**src/spfr_pkg.sv**
```systemverilog
// shared types and constants for the pipelined flash read block
package spfr_pkg;
  localparam int          ADDR_W        = 21;
  localparam int          DATA_W        = 16;
  localparam int          SLOTS         = 3;
  localparam logic [2:0]  LAT_RESET     = 3'h4;
  localparam logic [2:0]  LAT_MIN       = 3'h1;
  localparam logic [2:0]  LAT_MAX       = 3'h4;
  localparam int          BANK_BIT      = 1;
  localparam int          BYTE_BIT      = 0;

  typedef struct packed {
    logic              valid;
    logic [2:0]        count;
    logic [ADDR_W-1:0] addr;
    logic              byte_mode;
  } spfr_slot_type;
endpackage

```
**src/spfr_read_pipe.sv**
```systemverilog
// synchronous pipelined read front end of a flash array
`timescale 1ns/100ps
// Functional notes
// low strobe at selected edge starts read
// deselected device ignores the strobe
// strobe disregarded during write cycles
// clock ignored for whole write
// data latched after latency clocks
// power-up or power-down exit sets four
// sleep keeps latency setting
// configuration command sets latency one to four
// stopped clock loses no access state
// word address, bit one picks bank
// byte mode uses bit zero
// three reads overlap alternating banks
// two reads overlap same bank
// host spaces same-bank reads by latency
// host keeps both spacing rules
// host matches latency to frequency
// host uses only recommended latencies
// each read keeps its own count
module spfr_read_pipe
  import spfr_pkg::*;
#(
  parameter int ADDR_WIDTH = ADDR_W,
  parameter int DATA_WIDTH = DATA_W
) (
  // clock and reset
  input  wire logic                  ref_clk,
  input  wire logic                  rst,
  // read request
  input  wire logic                  chip_select,
  input  wire logic                  address_valid_n,
  input  wire logic                  write_active,
  input  wire logic                  byte_mode,
  input  wire logic [ADDR_WIDTH-1:0] addr,
  // latency control
  input  wire logic                  powerdown_n,
  input  wire logic                  cfg_write,
  input  wire logic [2:0]            cfg_latency,
  // array port
  output logic [ADDR_WIDTH-2:0]      array_addr,
  output logic                       array_bank,
  output logic                       array_rd,
  input  wire logic [DATA_WIDTH-1:0] array_data,
  // data outputs
  output logic [DATA_WIDTH-1:0]      read_data,
  output logic                       read_valid,
  output logic [2:0]                 read_latency_setting
);

  spfr_slot_type slot_r   [SLOTS];
  spfr_slot_type slot_nxt [SLOTS];
  logic [2:0]    lat_nxt;
  logic [DATA_WIDTH-1:0] data_nxt;
  logic          done_any;
  logic [1:0]    done_idx;
  logic [1:0]    free_idx;
  logic          free_any;
  logic          start;
  logic          start_ok;
  logic          done_fire;
  logic          cfg_ok;
  logic          next_any;
  logic [1:0]    next_idx;
  logic          addr_load;
  logic [ADDR_WIDTH-2:0] addr_next;

  // read start qualifiers
  assign start = chip_select && !address_valid_n && !write_active;
  assign start_ok  = start && free_any;
  assign done_fire = done_any && !write_active;
  assign cfg_ok    = cfg_write && !write_active
                     && cfg_latency >= LAT_MIN && cfg_latency <= LAT_MAX;

  // array address follows the read that completes next
  assign addr_load = (start_ok && read_latency_setting == LAT_MIN)
                     || (next_any && !write_active);
  assign addr_next = (start_ok && read_latency_setting == LAT_MIN) ?
                     addr[ADDR_WIDTH-1:1] :
                     slot_r[next_idx].addr[ADDR_WIDTH-1:1];

  // latency setting
  always_comb begin
    lat_nxt = read_latency_setting;
    if (!powerdown_n) begin
      lat_nxt = LAT_RESET;
    end else if (cfg_ok) begin
      lat_nxt = cfg_latency;
    end
  end

  // slot search and per-slot countdown
  always_comb begin
    done_any = 1'b0;
    done_idx = 2'h0;
    free_any = 1'b0;
    free_idx = 2'h0;
    next_any = 1'b0;
    next_idx = 2'h0;
    for (int i = SLOTS - 1; i >= 0; i--) begin
      slot_nxt[i] = slot_r[i];
      if (slot_r[i].valid && slot_r[i].count == 3'h1) begin
        done_any = 1'b1;
        done_idx = 2'(i);
      end
      if (!slot_r[i].valid) begin
        free_any = 1'b1;
        free_idx = 2'(i);
      end
      if (slot_r[i].valid && slot_r[i].count == 3'h2) begin
        next_any = 1'b1;
        next_idx = 2'(i);
      end
    end
    for (int i = 0; i < SLOTS; i++) begin
      if (slot_r[i].valid && !write_active) begin
        slot_nxt[i].count = slot_r[i].count - 3'h1;
        if (slot_r[i].count == 3'h1) begin
          slot_nxt[i].valid = 1'b0;
        end
      end
    end
    if (start && free_any) begin
      slot_nxt[free_idx].valid     = 1'b1;
      slot_nxt[free_idx].count     = read_latency_setting;
      slot_nxt[free_idx].addr      = addr;
      slot_nxt[free_idx].byte_mode = byte_mode;
    end
  end

  // byte or word selection of the returned data
  always_comb begin
    data_nxt = array_data;
    if (slot_r[done_idx].byte_mode) begin
      data_nxt = slot_r[done_idx].addr[BYTE_BIT] ?
        {{(DATA_WIDTH/2){1'b0}}, array_data[DATA_WIDTH-1:DATA_WIDTH/2]} :
        {{(DATA_WIDTH/2){1'b0}}, array_data[DATA_WIDTH/2-1:0]};
    end
  end

  // slot state; no edge means nothing moves
  always_ff @(posedge ref_clk) begin
    if (rst) begin
      for (int i = 0; i < SLOTS; i++) begin
        slot_r[i] <= '0;
      end
    end else if (!write_active) begin
      for (int i = 0; i < SLOTS; i++) begin
        slot_r[i] <= slot_nxt[i];
      end
    end
  end

  // latency setting register
  always_ff @(posedge ref_clk) begin
    if (rst) begin
      read_latency_setting <= LAT_RESET;
    end else begin
      read_latency_setting <= lat_nxt;
    end
  end

  // read data outputs
  always_ff @(posedge ref_clk) begin
    if (rst) begin
      read_data  <= '0;
      read_valid <= 1'b0;
    end else begin
      read_valid <= done_fire;
      if (done_fire) begin
        read_data <= data_nxt;
      end
    end
  end

  // array port
  always_ff @(posedge ref_clk) begin
    if (rst) begin
      array_addr <= '0;
      array_bank <= 1'b0;
      array_rd   <= 1'b0;
    end else begin
      array_rd <= start_ok;
      if (start_ok) begin
        array_bank <= addr[BANK_BIT];
      end
      if (addr_load) begin
        array_addr <= addr_next;
      end
    end
  end

  // assertions
  a_start_lat_ok: assert property (@(posedge ref_clk) disable iff (rst)
    (read_latency_setting >= LAT_MIN && read_latency_setting <= LAT_MAX))
    else $error("latency setting out of range");
  a_pd_resets_lat: assert property (@(posedge ref_clk) disable iff (rst)
    !powerdown_n |=> read_latency_setting == LAT_RESET)
    else $error("power-down exit did not restore latency");
  a_desel_no_rd: assert property (@(posedge ref_clk) disable iff (rst)
    (!chip_select || write_active) |=> !array_rd)
    else $error("read started while deselected or writing");
  a_write_no_rd: assert property (@(posedge ref_clk) disable iff (rst)
    write_active |=> !read_valid)
    else $error("read data during write");
  a_start_fires: assert property (@(posedge ref_clk) disable iff (rst)
    (start && free_any) |=> array_rd)
    else $error("accepted read not issued");
  a_lat_one: assert property (@(posedge ref_clk) disable iff (rst)
    (start && free_any && read_latency_setting == 3'h1 && !done_any)
    ##1 !write_active |=> read_valid)
    else $error("latency one data late");
  a_bank_follows: assert property (@(posedge ref_clk) disable iff (rst)
    (start && free_any) |=> array_bank == $past(addr[BANK_BIT]))
    else $error("bank bit not taken from address");
  a_sleep_keeps: assert property (@(posedge ref_clk) disable iff (rst)
    (powerdown_n && !cfg_write) |=> $stable(read_latency_setting))
    else $error("latency changed without command");
  a_slots_count: assert property (@(posedge ref_clk) disable iff (rst)
    slot_r[0].valid |-> slot_r[0].count <= LAT_MAX)
    else $error("slot count beyond latency");

  // array port and start qualifiers
  a_adv_high_idle: assert property (
    @(posedge ref_clk) disable iff (rst)
    address_valid_n |=> !array_rd)
    else $error("read issued without strobe");

  a_rd_has_start: assert property (
    @(posedge ref_clk) disable iff (rst)
    array_rd |-> $past(start_ok))
    else $error("array read without accepted start");

  a_full_refused: assert property (
    @(posedge ref_clk) disable iff (rst)
    (start && !free_any) |=> !array_rd)
    else $error("read accepted with all slots busy");

  a_bank_held: assert property (
    @(posedge ref_clk) disable iff (rst)
    !start_ok |=> $stable(array_bank))
    else $error("bank changed without a start");

  a_addr_lat_one: assert property (
    @(posedge ref_clk) disable iff (rst)
    (start_ok && read_latency_setting == LAT_MIN)
    |=> array_addr == $past(addr[ADDR_WIDTH-1:1]))
    else $error("latency one address not presented");

  // latency setting
  a_cfg_applies: assert property (
    @(posedge ref_clk) disable iff (rst)
    (powerdown_n && cfg_ok)
    |=> read_latency_setting == $past(cfg_latency))
    else $error("configuration value not applied");

  a_cfg_bad_kept: assert property (
    @(posedge ref_clk) disable iff (rst)
    (powerdown_n && cfg_write && !cfg_ok)
    |=> $stable(read_latency_setting))
    else $error("refused configuration changed latency");

  // completion and returned data
  a_valid_follows: assert property (
    @(posedge ref_clk) disable iff (rst)
    !write_active |=> read_valid == $past(done_any))
    else $error("read valid not on completion");

  a_data_from_slot: assert property (
    @(posedge ref_clk) disable iff (rst)
    done_fire |-> array_addr == slot_r[done_idx].addr[ADDR_WIDTH-1:1])
    else $error("array address not of completing read");

  a_word_data: assert property (
    @(posedge ref_clk) disable iff (rst)
    (done_fire && !slot_r[done_idx].byte_mode)
    |=> read_data == $past(array_data))
    else $error("word read data wrong");

  a_byte_upper_zero: assert property (
    @(posedge ref_clk) disable iff (rst)
    (done_fire && slot_r[done_idx].byte_mode)
    |=> read_data[DATA_WIDTH-1:DATA_WIDTH/2] == '0)
    else $error("byte read upper half not zero");

  a_byte_low_lane: assert property (
    @(posedge ref_clk) disable iff (rst)
    (done_fire && slot_r[done_idx].byte_mode
     && !slot_r[done_idx].addr[BYTE_BIT])
    |=> read_data[DATA_WIDTH/2-1:0] == $past(array_data[DATA_WIDTH/2-1:0]))
    else $error("low byte lane wrong");

  a_byte_high_lane: assert property (
    @(posedge ref_clk) disable iff (rst)
    (done_fire && slot_r[done_idx].byte_mode
     && slot_r[done_idx].addr[BYTE_BIT])
    |=> read_data[DATA_WIDTH/2-1:0]
        == $past(array_data[DATA_WIDTH-1:DATA_WIDTH/2]))
    else $error("high byte lane wrong");

  // slots in flight
  a_start_count0: assert property (
    @(posedge ref_clk) disable iff (rst)
    (start_ok && free_idx == 2'h0)
    |=> slot_r[0].count == $past(read_latency_setting))
    else $error("slot count not loaded with latency");

  a_freeze_slot0: assert property (
    @(posedge ref_clk) disable iff (rst)
    write_active |=> $stable(slot_r[0]))
    else $error("slot zero moved during write");

  a_freeze_slot1: assert property (
    @(posedge ref_clk) disable iff (rst)
    write_active |=> $stable(slot_r[1]))
    else $error("slot one moved during write");

  a_freeze_slot2: assert property (
    @(posedge ref_clk) disable iff (rst)
    write_active |=> $stable(slot_r[2]))
    else $error("slot two moved during write");

endmodule // spfr_read_pipe

```
**config.mk**
```make
export PLATFORM = sky130hd
export DESIGN_NAME = spfr_read_pipe
export DESIGN_NICKNAME = d
export VERILOG_FILES = /design/src/spfr_pkg.sv /design/src/spfr_read_pipe.sv
export SDC_FILE = /design/constraint.sdc
export NUM_CORES = 1
export LEC_CHECK = 0
export ABC_AREA = 1
export ABC_CLOCK_PERIOD_IN_PS = 3400
export BUFFER_PORTS_ARGS = -buffer_cell sky130_fd_sc_hd__clkbuf_2
export CORE_ASPECT_RATIO = 1.75
export CORE_UTILIZATION = 58
export CTS_CLUSTER_SIZE = 14
export DETAILED_ROUTE_END_ITERATION = 7
export PLACE_DENSITY = 0.82
export SLEW_MARGIN = 10
export SYNTH_ARGS = -nofsm -noshare
export SYNTH_HDL_FRONTEND = slang
export SYNTH_SLANG_ARGS = --single-unit
```
**constraint.sdc**
```tcl
create_clock -name ref_clk -period 3.4 [get_ports ref_clk]
set_input_delay 0.34 -clock ref_clk [delete_from_list [all_inputs] [get_ports ref_clk]]
set_output_delay 0.34 -clock ref_clk [all_outputs]
set_load 0.05 [all_outputs]
```
---- After elaboration in Yosys (flattened, before gate mapping) ----
Memory sizes are Yosys's and may differ from the RTL's.
Index checks and enable logic that the tools add are counted.
operators by class
  bitwise gates (word level) .............. 5
  reductions and logical operators ........ 23
  order comparisons ....................... 4
  muxes and demuxes ....................... 48
  $add $sub $neg .......................... 3
  equality and inequality tests ........... 7
operators by type and width
  cell                 count
  $bwmux 78            4
  $demux 26 s2         4
  $mux 26              4
  $mux 78              1
  $mux 25              1
  $mux 22              1
  $mux 20              1
  $logic_and 1x1->1    19
  $mux 1               18
  $mux 2               9
  $mux 16              1
  $eq 3x1->1 const B   4
  $mux 4               3
  $eq 3x2->1 const B   3
  $sub 3x1->3 const B  3
  $mux 8               1
  $ge 3x1->1 const B   1
  $ge 3x3->1 const B   1
  $le 3x3->1 const B   1
  $lt 3x1->1 const B   1
  $not 2->3            1
  $or 1x1->1           3
  $logic_not 1->1      2
  $reduce_or 2->1      1
  other kinds (2)      2
word-level totals
  bits of input ports ..................... 48
  memory bits (writable) .................. 78
  register bits after elaboration ......... 42
  output and inout port bits .............. 42
  word-level logic and storage cells ...... 97
  memories ................................ 1
memories
  memory  depth  width  read ports  clocked after memory_dff  write ports  RTL line              RTL
  slot_r  3      26     5           0                         3            spfr_read_pipe.sv:52  spfr_slot_type slot_r [SLOTS];

---- Logic depth before layout (Yosys ltp) ----
Gate-level depths: netlist of run 1.
  word-level depth ........................ 14
  depth in mapped cells ................... 13

---- Worst setup path before layout of run 1 ----
OpenSTA, ideal clock, no wires.
  kind .................................... input-to-reg
  start ................................... input port write_active
  end ..................................... memory slot_r[0][0] (netlist name), enable pin
  cell stages on the path ................. 4
  library setup time ...................... 426 ps
  data required time ...................... 2974 ps
  path buffers ............................ 1
  arrival time ............................ 2123 ps
  slack ................................... 852 ps
  path through ............................ buf_6 nor2_4 nand3_4 nand2_1
RTL lines
  item         RTL line              RTL
  from (decl)  spfr_read_pipe.sv:34  input wire logic write_active,
  to (decl)    spfr_read_pipe.sv:52

==> results of run 1 <==
final cells by class:
cell class              instances  area, µm²  area share, %
clock buffers                  23        468           6.37
repair buffers                 96        498           6.78
multi-input cells             497       2540           34.6
flip-flops and latches        120       3180           43.3
well taps                     130        163           2.21
clock inverters                 9        100           1.36
inverters                     103        389           5.30
flip-flops by register name (all words and copies together) (netlist names):
| register | cells |
|---|---|
| read_data | 16 |
| slot_r | 78 |
| read_latency_setting | 3 |
| array_rd | 1 |
| array_bank | 1 |
| array_addr | 20 |
| read_valid | 1 |
layer usage:
metal | routed length [µm] | vias up
met2 | 8490 | 252
met4 | 523 | 0
met3 | 840 | 46
li1 | - | 2696
met1 | 6030 | 2626
met5 | 0 | -
worst min path at each step:
stage                         endpoint  slack (ns)  depth (start not counted)
2_1_floorplan            read_data[15]        0.48                          2
3_3_place_gp   read_latency_setting[2]        0.49                          2
3_5_place_dp                array_bank        0.51                          2
4_1_cts                   read_data[9]        0.17                          3
5_1_grt                  read_data[10]        0.17                          3
6_report                 read_data[15]        0.17                          3
cell families after synthesis:
group                      share of synthesized area (%)
AOI/OAI and AO/OA                                   18.3
xor gates and xnor gates                           0.692
adders and majority gates                           1.78
buffers and inverters                               9.49
DFF                                                 50.3
muxes                                              0.316
and+or+nand+nor                                     19.1
layout by cell type (no fill, tap or decap), types with 3 or more instances in the layout:
| cell | netlist | routed |
|---|---|---|
| a211oi_1 | 5 | 5 |
| a21oi_1 | 98 | 98 |
| a21oi_2 | 4 | 4 |
| buf_4 | 1 | 7 |
| clkbuf_1 | 23 | 4 |
| clkbuf_16 | 0 | 17 |
| clkbuf_2 | 2 | 89 |
| clkinv_2 | 0 | 4 |
| dfxtp_1 | 42 | 42 |
| edfxtp_1 | 78 | 78 |
| ha_1 | 9 | 9 |
| inv_1 | 94 | 94 |
| inv_2 | 8 | 8 |
| nand2_1 | 146 | 145 |
| nand2_2 | 3 | 4 |
| nand3_1 | 51 | 51 |
| nor2_1 | 38 | 38 |
| nor3_1 | 3 | 3 |
| o211ai_1 | 20 | 20 |
| o21ai_0 | 75 | 75 |
| o21ai_2 | 6 | 6 |
| or2_0 | 8 | 8 |
| or2_1 | 5 | 5 |
| or2_2 | 6 | 6 |
| xor2_1 | 5 | 5 |
stage by stage:
stage | worst slack (ns) | hold WS (ns)
3_5_place_dp | 0.979 | 0.510
4_1_cts | 0.939 | 0.169
2_1_floorplan | 0.852 | 0.481
3_3_place_gp | 1.07 | 0.492
6_report | 0.904 | 0.174
5_1_grt | 0.706 | 0.166
critical path, delay by kind of cell, from the launching register on:
kind / cells / cell delay, ns
flops: 1 / 0.44
compound gates: 2 / 0.36
buf+inv: 4 / 1.26
simple gates: 2 / 0.23
power by group:
group | leakage (nW) | total (W) | internal [W] | switching [W]
registers | 1.17 | 0.00168 | 0.00163 | 0.0000437
logic | 1.82 | 0.000436 | 0.000119 | 0.000317
clock network | 0.278 | 0.00174 | 0.00111 | 0.000628
total | 3.26 | 0.00385 | 0.00286 | 0.000988
==> reports/results.ini, run 1 <==
[status]
outcome = finished clean

[logic_synthesis]
yosys-top-cells-count = nand2_1 (146), a21oi_1 (98), inv_1 (94)
ys_ff_latch = 120
synth_top_area_share_pct = 37.0
synth.area.top_cells = edfxtp_1 (37%), dfxtp_1 (13%), nand2_1 (8.7%), a21oi_1 (7.8%), o21ai_0 (5.9%)
synth_top_flop_cell = edfxtp_1
yosys_warnings = 0
yosysMostFrequentCell = nand2_1
avgSynthCellArea_um2 = 8.28
ys_seq_area_share_pct = 50.3
synth_nets = 821
synth-edff-count = 78
synth_cell_types = 37
synth_top_cell_by_area = edfxtp_1
async_flop_share_pct = 0
syn_inst = 764
syn_area_mm2 = 0.00633

[critical_path]
cp-endpoint = slot_r[0][9]
critPathKind = reg -> reg
cp.arrival_ns = 2.76
endpoint_kind = register
crit_slowest_cell = inv_2
critical_path_required_ns = 3.66
cp-start-kind = register
cp_max_fo = 40
reg2reg_slack_ns = 0.90
crit_start = slot_r[0][25]
path_cells = inv_2 -> nor2_1 -> buf_4 -> inv_2 -> nand2_2 -> inv_2 -> o21ai_0 -> a21oi_1
critPathMaxStageDelay_ns = 0.50
r2r_start = slot_r[0][25]
reg2reg_to = slot_r[0][9]
r2r_cells = 8
cpMostUsedCell = inv_2

[worst_hold_path]
worstHoldPathType = in -> reg
hp-start = array_data[15]

[final_layout]
fillers = 827
areaGrowthSynthToFinish_pct = 16.1
fin_cells = 978
num_antenna_cells = 0
drive_gt1_share_pct = 18.9
finish.instance_area_mm2 = 0.00735
final_util_pct = 69.1
nNetsFinal = 892

[global_routing]
grt_use_met2_pct = 50.8
grt_max_degree = 48
track_usage_pct = 29.7
antenna_found_initial = 0
grtUsageMet3_pct = 7.17
met1_usage_pct = 34.1
gr-total-overflow = 0
grt_pass1_wl_mm = 25.5
grt_pass1_vias = 5455
top_usage_layer = met2

[route]
drcViolationCount = 0
final_antenna_net_count = 0
drt_pass1_iterations = 6
vias = 5620
routedWlPerCell_um = 16.2
routed_wl_mm = 15.9
drtIter0Drc = 579
vias_per_cell = 5.75

[sta]
relSlewSlack_pct = 35.8
setup_viol = 0
rsz0062_at_grt = false
min_period_over_period_pct = 73.4
maxSlewViolCount = 0
fin_skew_ns = 0.00782
fmax_mhz = 401
setup-tns-final_ns = 0
period_needed_ns = 2.50
hold_viol = 0
worstMarginPinSlew_ns = 0.962

[cts]
htreeDepth = 4
post_cts_buffers = 0
cts_tree = yes
clock_latency_ns = 0.42
clock_path_buffers = 2
cts-root-buf = clkbuf_16
numCtsBuffers = 17
clock_sinks = 120
cts_resized = 0
clk_pin_slew_ns = 0.05
hold_buffers = 0

[floorplanning]
start_util_pct = 59.5
ioPinCount = 90
fp.dieArea_mm2 = 0.0113
core_area_mm2 = 0.0106
rows = 50
fp.dieH_um = 140
die_w_um = 80.9

[pwr]
design_power_total_w = 0.00385
peakVddDrop_uv = 473
p_leak_nw = 3.26
p_per_area_mw_per_mm2 = 524

[place]
dp_hpwl_mm = 10.3
port-buffer-count = 89
dpl_cell_area_mm2 = 0.00678
gp_congestion = 0.846
placed_cells = 946

[flow_run]
drv_cap = 0

No activity file was read; power rests on OpenSTA's default activity.
==> run 2, diff against run 1 <==
--- a/config.mk
+++ b/config.mk
@@ -6,7 +6,7 @@
 export NUM_CORES = 1
 export LEC_CHECK = 0
 export ABC_AREA = 1
-export ABC_CLOCK_PERIOD_IN_PS = 3400
+export ABC_CLOCK_PERIOD_IN_PS = 2500
 export BUFFER_PORTS_ARGS = -buffer_cell sky130_fd_sc_hd__clkbuf_2
 export CORE_ASPECT_RATIO = 1.75
 export CORE_UTILIZATION = 58
==> constraint.sdc (replaced) <==
create_clock -name ref_clk -period 2.5 [get_ports ref_clk]
set_input_delay 0.25 -clock ref_clk [delete_from_list [all_inputs] [get_ports ref_clk]]
set_output_delay 0.25 -clock ref_clk [all_outputs]
set_load 0.05 [all_outputs]
==> run 2 against run 1 <==
  * Fmax grew 22%
  * Utilization grew 0.89 points
  * Critical path depth grew 1
  * Final area grew 1.3%
  * Clock power grew 42%
  * Global-route usage grew 0.68 points
  * Die area is the same
  * Sequential power grew 36%
  * Wire length grew 2.4%
  * Combinational power grew 39%
  * Sequential cell count is the same
  * Largest power group unchanged
==> reports/results.ini, run 2 (synthesized netlist as in run 1, its figures left out) <==
[status]
outcome = finished clean  ; unchanged

[global_routing]
grt_max_degree = 67  ; was 48
grt_use_met2_pct = 51.1  ; was 50.8%
grt_pass1_vias = 5720  ; was 5,455
met1_usage_pct = 35.1  ; was 34.1%
antenna_found_initial = 0  ; unchanged
gr-total-overflow = 0  ; unchanged
grt_pass1_wl_mm = 26.6  ; was 25.5 mm
track_usage_pct = 30.4  ; was 29.7%
top_usage_layer = met2  ; unchanged
grtUsageMet3_pct = 6.64  ; was 7.17%

[route]
drt_pass1_iterations = 5  ; was 6
routed_wl_mm = 16.3  ; was 15.9 mm
vias = 5760  ; was 5,620
final_antenna_net_count = 0  ; unchanged
vias_per_cell = 5.85  ; was 5.75
routedWlPerCell_um = 16.5  ; was 16.2 µm
drcViolationCount = 0  ; unchanged
drtIter0Drc = 563  ; was 579

[floorplanning]
rows = 50  ; unchanged
start_util_pct = 59.5  ; unchanged
die_w_um = 80.9  ; unchanged
ioPinCount = 90  ; unchanged
fp.dieArea_mm2 = 0.0113  ; unchanged
core_area_mm2 = 0.0106  ; unchanged
fp.dieH_um = 140  ; unchanged

[sta]
worstMarginPinSlew_ns = 0.643  ; was 0.962 ns
rsz0062_at_grt = false  ; unchanged
setup_viol = 0  ; unchanged
setup-tns-final_ns = 0  ; unchanged
maxSlewViolCount = 0  ; unchanged
period_needed_ns = 2.04  ; was 2.50 ns
relSlewSlack_pct = 57.1  ; was 35.8%
fmax_mhz = 491  ; was 401 MHz
min_period_over_period_pct = 81.5  ; was 73.4%
fin_skew_ns = 0.00699  ; was 0.00782 ns
hold_viol = 0  ; unchanged

[place]
gp_congestion = 0.911  ; was 0.846
port-buffer-count = 89  ; unchanged
dp_hpwl_mm = 10.6  ; was 10.3 mm
placed_cells = 952  ; was 946

[pwr]
p_per_area_mw_per_mm2 = 721  ; was 524 mW/mm²
peakVddDrop_uv = 527  ; was 473 µV
p_leak_nw = 3.30  ; was 3.26 nW

[critical_path]
critPathTopFamily = compound AO/OA/AOI/OAI gates  ; was buffers and inverters
cp-start-kind = register  ; unchanged
critPathKind = reg -> reg  ; unchanged
critPathMaxStageDelay_ns = 0.37  ; was 0.50 ns
endpoint_kind = register  ; unchanged
critical_path_required_ns = 2.79  ; was 3.66 ns
crit_buf_inv = 2  ; was 4
path_cells = inv_1 -> ha_1 -> nand3_1 -> nand2_1 -> o21ai_1 -> nand2_2 -> buf_12 -> o21ai_0 -> a21oi_2  ; was inv_2 -> nor2_1 -> buf_4 -> inv_2 -> nand2_2 -> inv_2 -> o21ai_0 -> a21oi_1
cp.arrival_ns = 2.33  ; was 2.76 ns
cp_max_fo = 23  ; was 40
crit_slowest_cell = edfxtp_1  ; was inv_2

[cts]
cts_tree = yes  ; unchanged
clk_pin_slew_ns = 0.05  ; about the same
clock_latency_ns = 0.41  ; was 0.42 ns
numCtsBuffers = 17  ; unchanged
htreeDepth = 4  ; unchanged
clock_path_buffers = 2  ; unchanged
cts-root-buf = clkbuf_16  ; unchanged
post_cts_buffers = 0  ; unchanged
cts_resized = 0  ; unchanged
clock_sinks = 120  ; unchanged
hold_buffers = 0  ; unchanged

[final_layout]
final_common_cell = nand2_1  ; unchanged
reg_top3 = slot_r: 78 flops, array_addr: 20 flops, read_data: 16 flops  ; unchanged
num_antenna_cells = 0  ; unchanged
drive_gt1_share_pct = 19.1  ; was 18.9%
layout_common_cells = nand2_1 (145), a21oi_1 (98), inv_1 (94), clkbuf_2 (89), edfxtp_1 (78)  ; unchanged
nNetsFinal = 898  ; was 892
fin_cells = 984  ; was 978
fillers = 824  ; was 827
final_util_pct = 70.0  ; was 69.1%
regMostFlops = slot_r  ; unchanged
areaGrowthSynthToFinish_pct = 17.6  ; was 16.1%
largest_reg_flops = 78  ; unchanged

[worst_hold_path]
worstHoldPathType = in -> reg  ; unchanged

[flow_run]
drv_cap = 0  ; unchanged

run 2: cell types whose count changed in the layout (fill, tap and decap cells not counted), sizes merged:
cell    change
clkinv      +1
buf         +6
clkbuf      -3
bufinv      +2
run 2: layer usage:
layer | wire length (µm) | vias to the layer above
li1 | - | 2705
met1 | 5980 | 2691
met2 | 8530 | 298
met3 | 1120 | 66
met4 | 634 | 0
met5 | 0 | -
run 2: through the flow:
stage | setup WS, ns | total power [W] | area, µm² | hold slack, ns
3_5_place_dp | 0.575 | 0.00291 | 6850 | 0.507
6_report | 0.463 | 0.00536 | 7440 | 0.0930
3_3_place_gp | 0.655 | 0.00289 | 6850 | 0.509
2_1_floorplan | 0.599 | 0.00272 | 6330 | 0.391
4_1_cts | 0.497 | 0.00537 | 7440 | 0.0835
5_1_grt | 0.343 | 0.00552 | 7440 | 0.106
run 2: report_power, final:
group	internal, W	total, W	switching (W)
registers	0.00222	0.00228	0.0000623
logic	0.000169	0.000604	0.000435
clock network	0.00164	0.00247	0.000829
total	0.00404	0.00536	0.00133
run 2: cell type report:
type | instances | area, µm² | area share (%)
Multi-Input combinational cell | 497 | 2540 | 34.2
Sequential cell | 120 | 3180 | 42.8
Clock inverter | 12 | 156 | 2.10
Tap cell | 130 | 163 | 2.19
Clock buffer | 20 | 437 | 5.87
Timing Repair Buffer | 102 | 568 | 7.63
Inverter | 103 | 389 | 5.23
run 2: worst paths after layout:
| check | startpoint | to | slack [ns] | cells past startpoint |
|---|---|---|---|---|
| setup reg to reg | slot_r[1][22] | array_addr[11] | 0.46 | 9 |
| hold reg to reg | read_latency_setting[2] | read_latency_setting[2] | 0.53 | 2 |
| setup / recovery | slot_r[1][22] | array_addr[11] | 0.46 | 9 |
| hold / removal | array_data[8] | read_data[8] | 0.09 | 3 |
run 2: worst register-to-register path, cell delays in order (launching register included):
cell,delay (ns)
edfxtp_1,0.37
inv_1,0.10
ha_1,0.22
nand3_1,0.12
nand2_1,0.07
o21ai_1,0.25
nand2_2,0.26
buf_12,0.24
o21ai_0,0.24
a21oi_2,0.05
==> run 3, diff against run 2 <==
--- a/config.mk
+++ b/config.mk
@@ -5,14 +5,14 @@
 export SDC_FILE = /design/constraint.sdc
 export NUM_CORES = 1
 export LEC_CHECK = 0
-export ABC_AREA = 1
-export ABC_CLOCK_PERIOD_IN_PS = 2500
+export ABC_AREA = 0
+export ABC_CLOCK_PERIOD_IN_PS = 1800
 export BUFFER_PORTS_ARGS = -buffer_cell sky130_fd_sc_hd__clkbuf_2
 export CORE_ASPECT_RATIO = 1.75
-export CORE_UTILIZATION = 58
+export CORE_UTILIZATION = 52
 export CTS_CLUSTER_SIZE = 14
 export DETAILED_ROUTE_END_ITERATION = 7
-export PLACE_DENSITY = 0.82
+export PLACE_DENSITY = 0.77
 export SLEW_MARGIN = 10
 export SYNTH_ARGS = -nofsm -noshare
 export SYNTH_HDL_FRONTEND = slang
==> constraint.sdc (replaced) <==
create_clock -name ref_clk -period 1.8 [get_ports ref_clk]
set_input_delay 0.18 -clock ref_clk [delete_from_list [all_inputs] [get_ports ref_clk]]
set_output_delay 0.18 -clock ref_clk [all_outputs]
set_load 0.05 [all_outputs]
==> run 3 against run 2 <==
  * The flow now finishes with violations (setup timing)
  * Largest power group unchanged
  * Sequential cell count stayed put
  * Critical endpoint is now array_addr[16]
  * Synthesized cell count is 13% lower
  * First-iteration DRC count is 7.5% higher
  * Power is 42% higher
  * Clock-buffer cell count is 1 lower
  * Via count is 3.8% higher
  * Hold slack worse by 0.086 ns
  * Global-route usage is 0.39 points higher
  * Clock power is 38% higher
  * Die area is 11% higher
  * Utilization is 0.70 points higher
==> reports/results.ini, run 3 <==
[logic_synthesis]
ys_seq_area_share_pct = 50.3  ; about the same
yosys-top-cells-count = nand2_1 (151), a21oi_1 (98), edfxtp_1 (78)  ; was nand2_1 (146), a21oi_1 (98), inv_1 (94)
synth_top_cell_by_area = edfxtp_1  ; unchanged
avgSynthCellArea_um2 = 9.47  ; was 8.28 µm²
async_flop_share_pct = 0  ; unchanged
synth-edff-count = 78  ; unchanged
syn_area_mm2 = 0.00633  ; about the same
synth_cell_types = 52  ; was 37
yosysMostFrequentCell = nand2_1  ; unchanged
synth_top_flop_cell = edfxtp_1  ; unchanged
ys_ff_latch = 120  ; unchanged
synth_nets = 725  ; was 821
synth_top_area_share_pct = 37.0  ; about the same
yosys_warnings = 0  ; unchanged
synth.area.top_cells = edfxtp_1 (37%), dfxtp_1 (13%), nand2_1 (9.0%), a21oi_1 (7.8%), mux2i_1 (3.8%)  ; was edfxtp_1 (37%), dfxtp_1 (13%), nand2_1 (8.7%), a21oi_1 (7.8%), o21ai_0 (5.9%)
syn_inst = 668  ; was 764

[route]
vias = 5976  ; was 5,760
final_antenna_net_count = 0  ; unchanged
drt_pass1_iterations = 6  ; was 5
drtIter0Drc = 605  ; was 563
met2_length_mm = 10.0  ; was 8.53 mm
top_layer = met4  ; unchanged
routedWlPerCell_um = 20.0  ; was 16.5 µm
drcViolationCount = 0  ; unchanged
routed_wl_mm = 19.1  ; was 16.3 mm
vias_per_cell = 6.27  ; was 5.85
m1WireLength_mm = 6.60  ; was 5.98 mm
route.met3.wl_mm = 1.36  ; was 1.12 mm

[sta]
setup-tns-final_ns = -8.97  ; was 0 ns
period_needed_ns = 2.12  ; was 2.04 ns
min_period_over_period_pct = 118  ; was 81.5%
fin_skew_ns = 0.0117  ; was 0.00699 ns
worstMarginPinSlew_ns = 0.587  ; was 0.643 ns
worst_slack_ns = -0.316  ; was 0.463 ns
fmax_mhz = 473  ; was 491 MHz
maxSlewViolCount = 0  ; unchanged
setup_viol = 36  ; was 0
rsz0062_at_grt = true  ; was false
hold_viol = 0  ; unchanged
relSlewSlack_pct = 60.9  ; was 57.1%

[cts]
cts-root-buf = clkbuf_16  ; unchanged
clock_path_buffers = 2  ; unchanged
numCtsBuffers = 17  ; unchanged
clock_sinks = 120  ; unchanged
cts_tree = yes  ; unchanged
hold_buffers = 0  ; unchanged
htreeDepth = 4  ; unchanged
clock_latency_ns = 0.43  ; was 0.41 ns
clk_pin_slew_ns = 0.06  ; was 0.05 ns

[floorplanning]
core_area_mm2 = 0.0119  ; was 0.0106 mm²
start_util_pct = 53.0  ; was 59.5%
rows = 53  ; was 50
ioPinCount = 90  ; unchanged
fp.dieArea_mm2 = 0.0126  ; was 0.0113 mm²
die_w_um = 85.4  ; was 80.9 µm
fp.dieH_um = 148  ; was 140 µm

[pwr]
p_leak_nw = 3.33  ; was 3.30 nW
peakVddDrop_uv = 844  ; was 527 µV
design_power_total_w = 0.00764  ; was 0.00536 W
p_per_area_mw_per_mm2 = 906  ; was 721 mW/mm²

[final_layout]
reg_top3 = slot_r: 78 flops, array_addr: 20 flops, read_data: 16 flops  ; unchanged
areaGrowthSynthToFinish_pct = 33.3  ; was 17.6%
regMostFlops = slot_r  ; unchanged
nNetsFinal = 860  ; was 898
largest_reg_flops = 78  ; unchanged
fin_cells = 953  ; was 984
layout_common_cells = nand2_1 (149), a21oi_1 (95), clkbuf_2 (89), edfxtp_1 (78), buf_4 (48)  ; was nand2_1 (145), a21oi_1 (98), inv_1 (94), clkbuf_2 (89), edfxtp_1 (78)
num_antenna_cells = 0  ; unchanged
final_util_pct = 70.7  ; was 70.0%
drive_gt1_share_pct = 34.3  ; was 19.1%
final_common_cell = nand2_1  ; unchanged

[critical_path]
critPathMaxStageDelay_ns = 0.49  ; was 0.37 ns
endpoint_kind = register  ; unchanged
crit_slowest_cell = or3_4  ; was edfxtp_1
critPathTopFamily = simple AND/OR/NAND/NOR gates  ; was compound AO/OA/AOI/OAI gates
path_cells = buf_4 -> ha_2 -> and3b_2 -> or3_4 -> a211o_1 -> a211oi_2  ; was inv_1 -> ha_1 -> nand3_1 -> nand2_1 -> o21ai_1 -> nand2_2 -> buf_12 -> o21ai_0 -> a21oi_2
cp.arrival_ns = 2.45  ; was 2.33 ns
critical_path_required_ns = 2.13  ; was 2.79 ns
critPathKind = reg -> reg  ; unchanged
cp-start-kind = register  ; unchanged
cp_max_fo = 6  ; was 23
crit_buf_inv = 1  ; was 2

[status]
violations = setup timing
outcome = complete, but fails checks  ; was finished clean

[global_routing]
grt_pass1_vias = 5929  ; was 5,720
gr-total-overflow = 0  ; unchanged
track_usage_pct = 30.8  ; was 30.4%
grt_max_degree = 53  ; was 67
grt_pass1_wl_mm = 29.5  ; was 26.6 mm
antenna_found_initial = 0  ; unchanged

[worst_hold_path]
worstHoldPathType = in -> reg  ; unchanged

[flow_run]
drv_cap = 0  ; unchanged

[place]
port-buffer-count = 89  ; unchanged
gp_congestion = 0.836  ; was 0.911
placed_cells = 891  ; was 952
pre_cts_ws_ns = -0.397  ; was 0.575 ns
dp_hpwl_mm = 10.4  ; was 10.6 mm

## run 3: cell count changes in the layout (fill, tap and decap cells not counted), moves of 19 or more
cell	delta
a211o_1	+19
buf_4	+37
o21ai_0	-70
mux2i_1	+22
nand3_1	-44
a211oi_2	+21
inv_1	-85
o211ai_1	-19
## run 3: report_power, final
part | switching [W] | internal [W] | leakage [nW]
logic | 0.000643 | 0.000413 | 1.87
registers | 0.0000909 | 0.00307 | 1.16
clock network | 0.00130 | 0.00212 | 0.290
total | 0.00203 | 0.00560 | 3.33
## run 3: path summary, 6_finish.rpt
kind	depth (start not counted)	end	startpoint	slack, ns
worst min-delay path	3	read_latency_setting[2]	cfg_latency[2]	0.008
worst max-delay path	6	array_addr[16]	slot_r[1][23]	-0.32
worst max register to register	6	array_addr[16]	slot_r[1][23]	-0.32
worst min register to register	2	read_data[13]	read_data[13]	0.46
## run 3: logic make-up after synthesis
logic type / count (synthesis) / synth area share, %
and+or+nand+nor: 271 / 19.3
buffers and inverters: 64 / 4.98
AOI/OAI and AO/OA: 173 / 18.8
muxes: 25 / 3.97
adders and majority gates: 9 / 1.78
DFF: 120 / 50.3
xor gates and xnor gates: 6 / 0.831
## run 3: per-layer routing
metal | GRT usage (%) | vias to the layer above
li1 | - | 2668
met1 | 34.4 | 2859
met3 | 6.25 | 106
met5 | 0 | -
met2 | 52.5 | 343
met4 | 20.8 | 0
## run 3: repair_timing
item | in CTS | in global routing
gates resized for setup | 44 | 30
cloned | 9 | 0
setup endpoints to repair | 36 | 37
buffers inserted | 15 | 7
pin swaps | 20 | 25
## run 3: worst register-to-register path, cell delays in order (launching register included)
cell,delay [ns]
edfxtp_1,0.42
buf_4,0.16
ha_2,0.17
and3b_2,0.27
or3_4,0.49
a211o_1,0.30
a211oi_2,0.22
## run 3: stage by stage
step / hold WS [ns] / instance area, µm²
global route: 0.0307 / 8430
finish: 0.00754 / 8430
floorplan: 0.289 / 6340
global placement: 0.432 / 7190
CTS: 0.00311 / 8220
detailed placement: 0.431 / 7190
## run 3: area by class of cell
type	count	area, µm²
Fill cell	826	3500
Sequential cell	120	3180
Timing Repair Buffer	163	1260
Clock buffer	19	453
Multi-Input combinational cell	489	3170
Tap cell	137	171
Inverter	12	45.0
Clock inverter	13	146
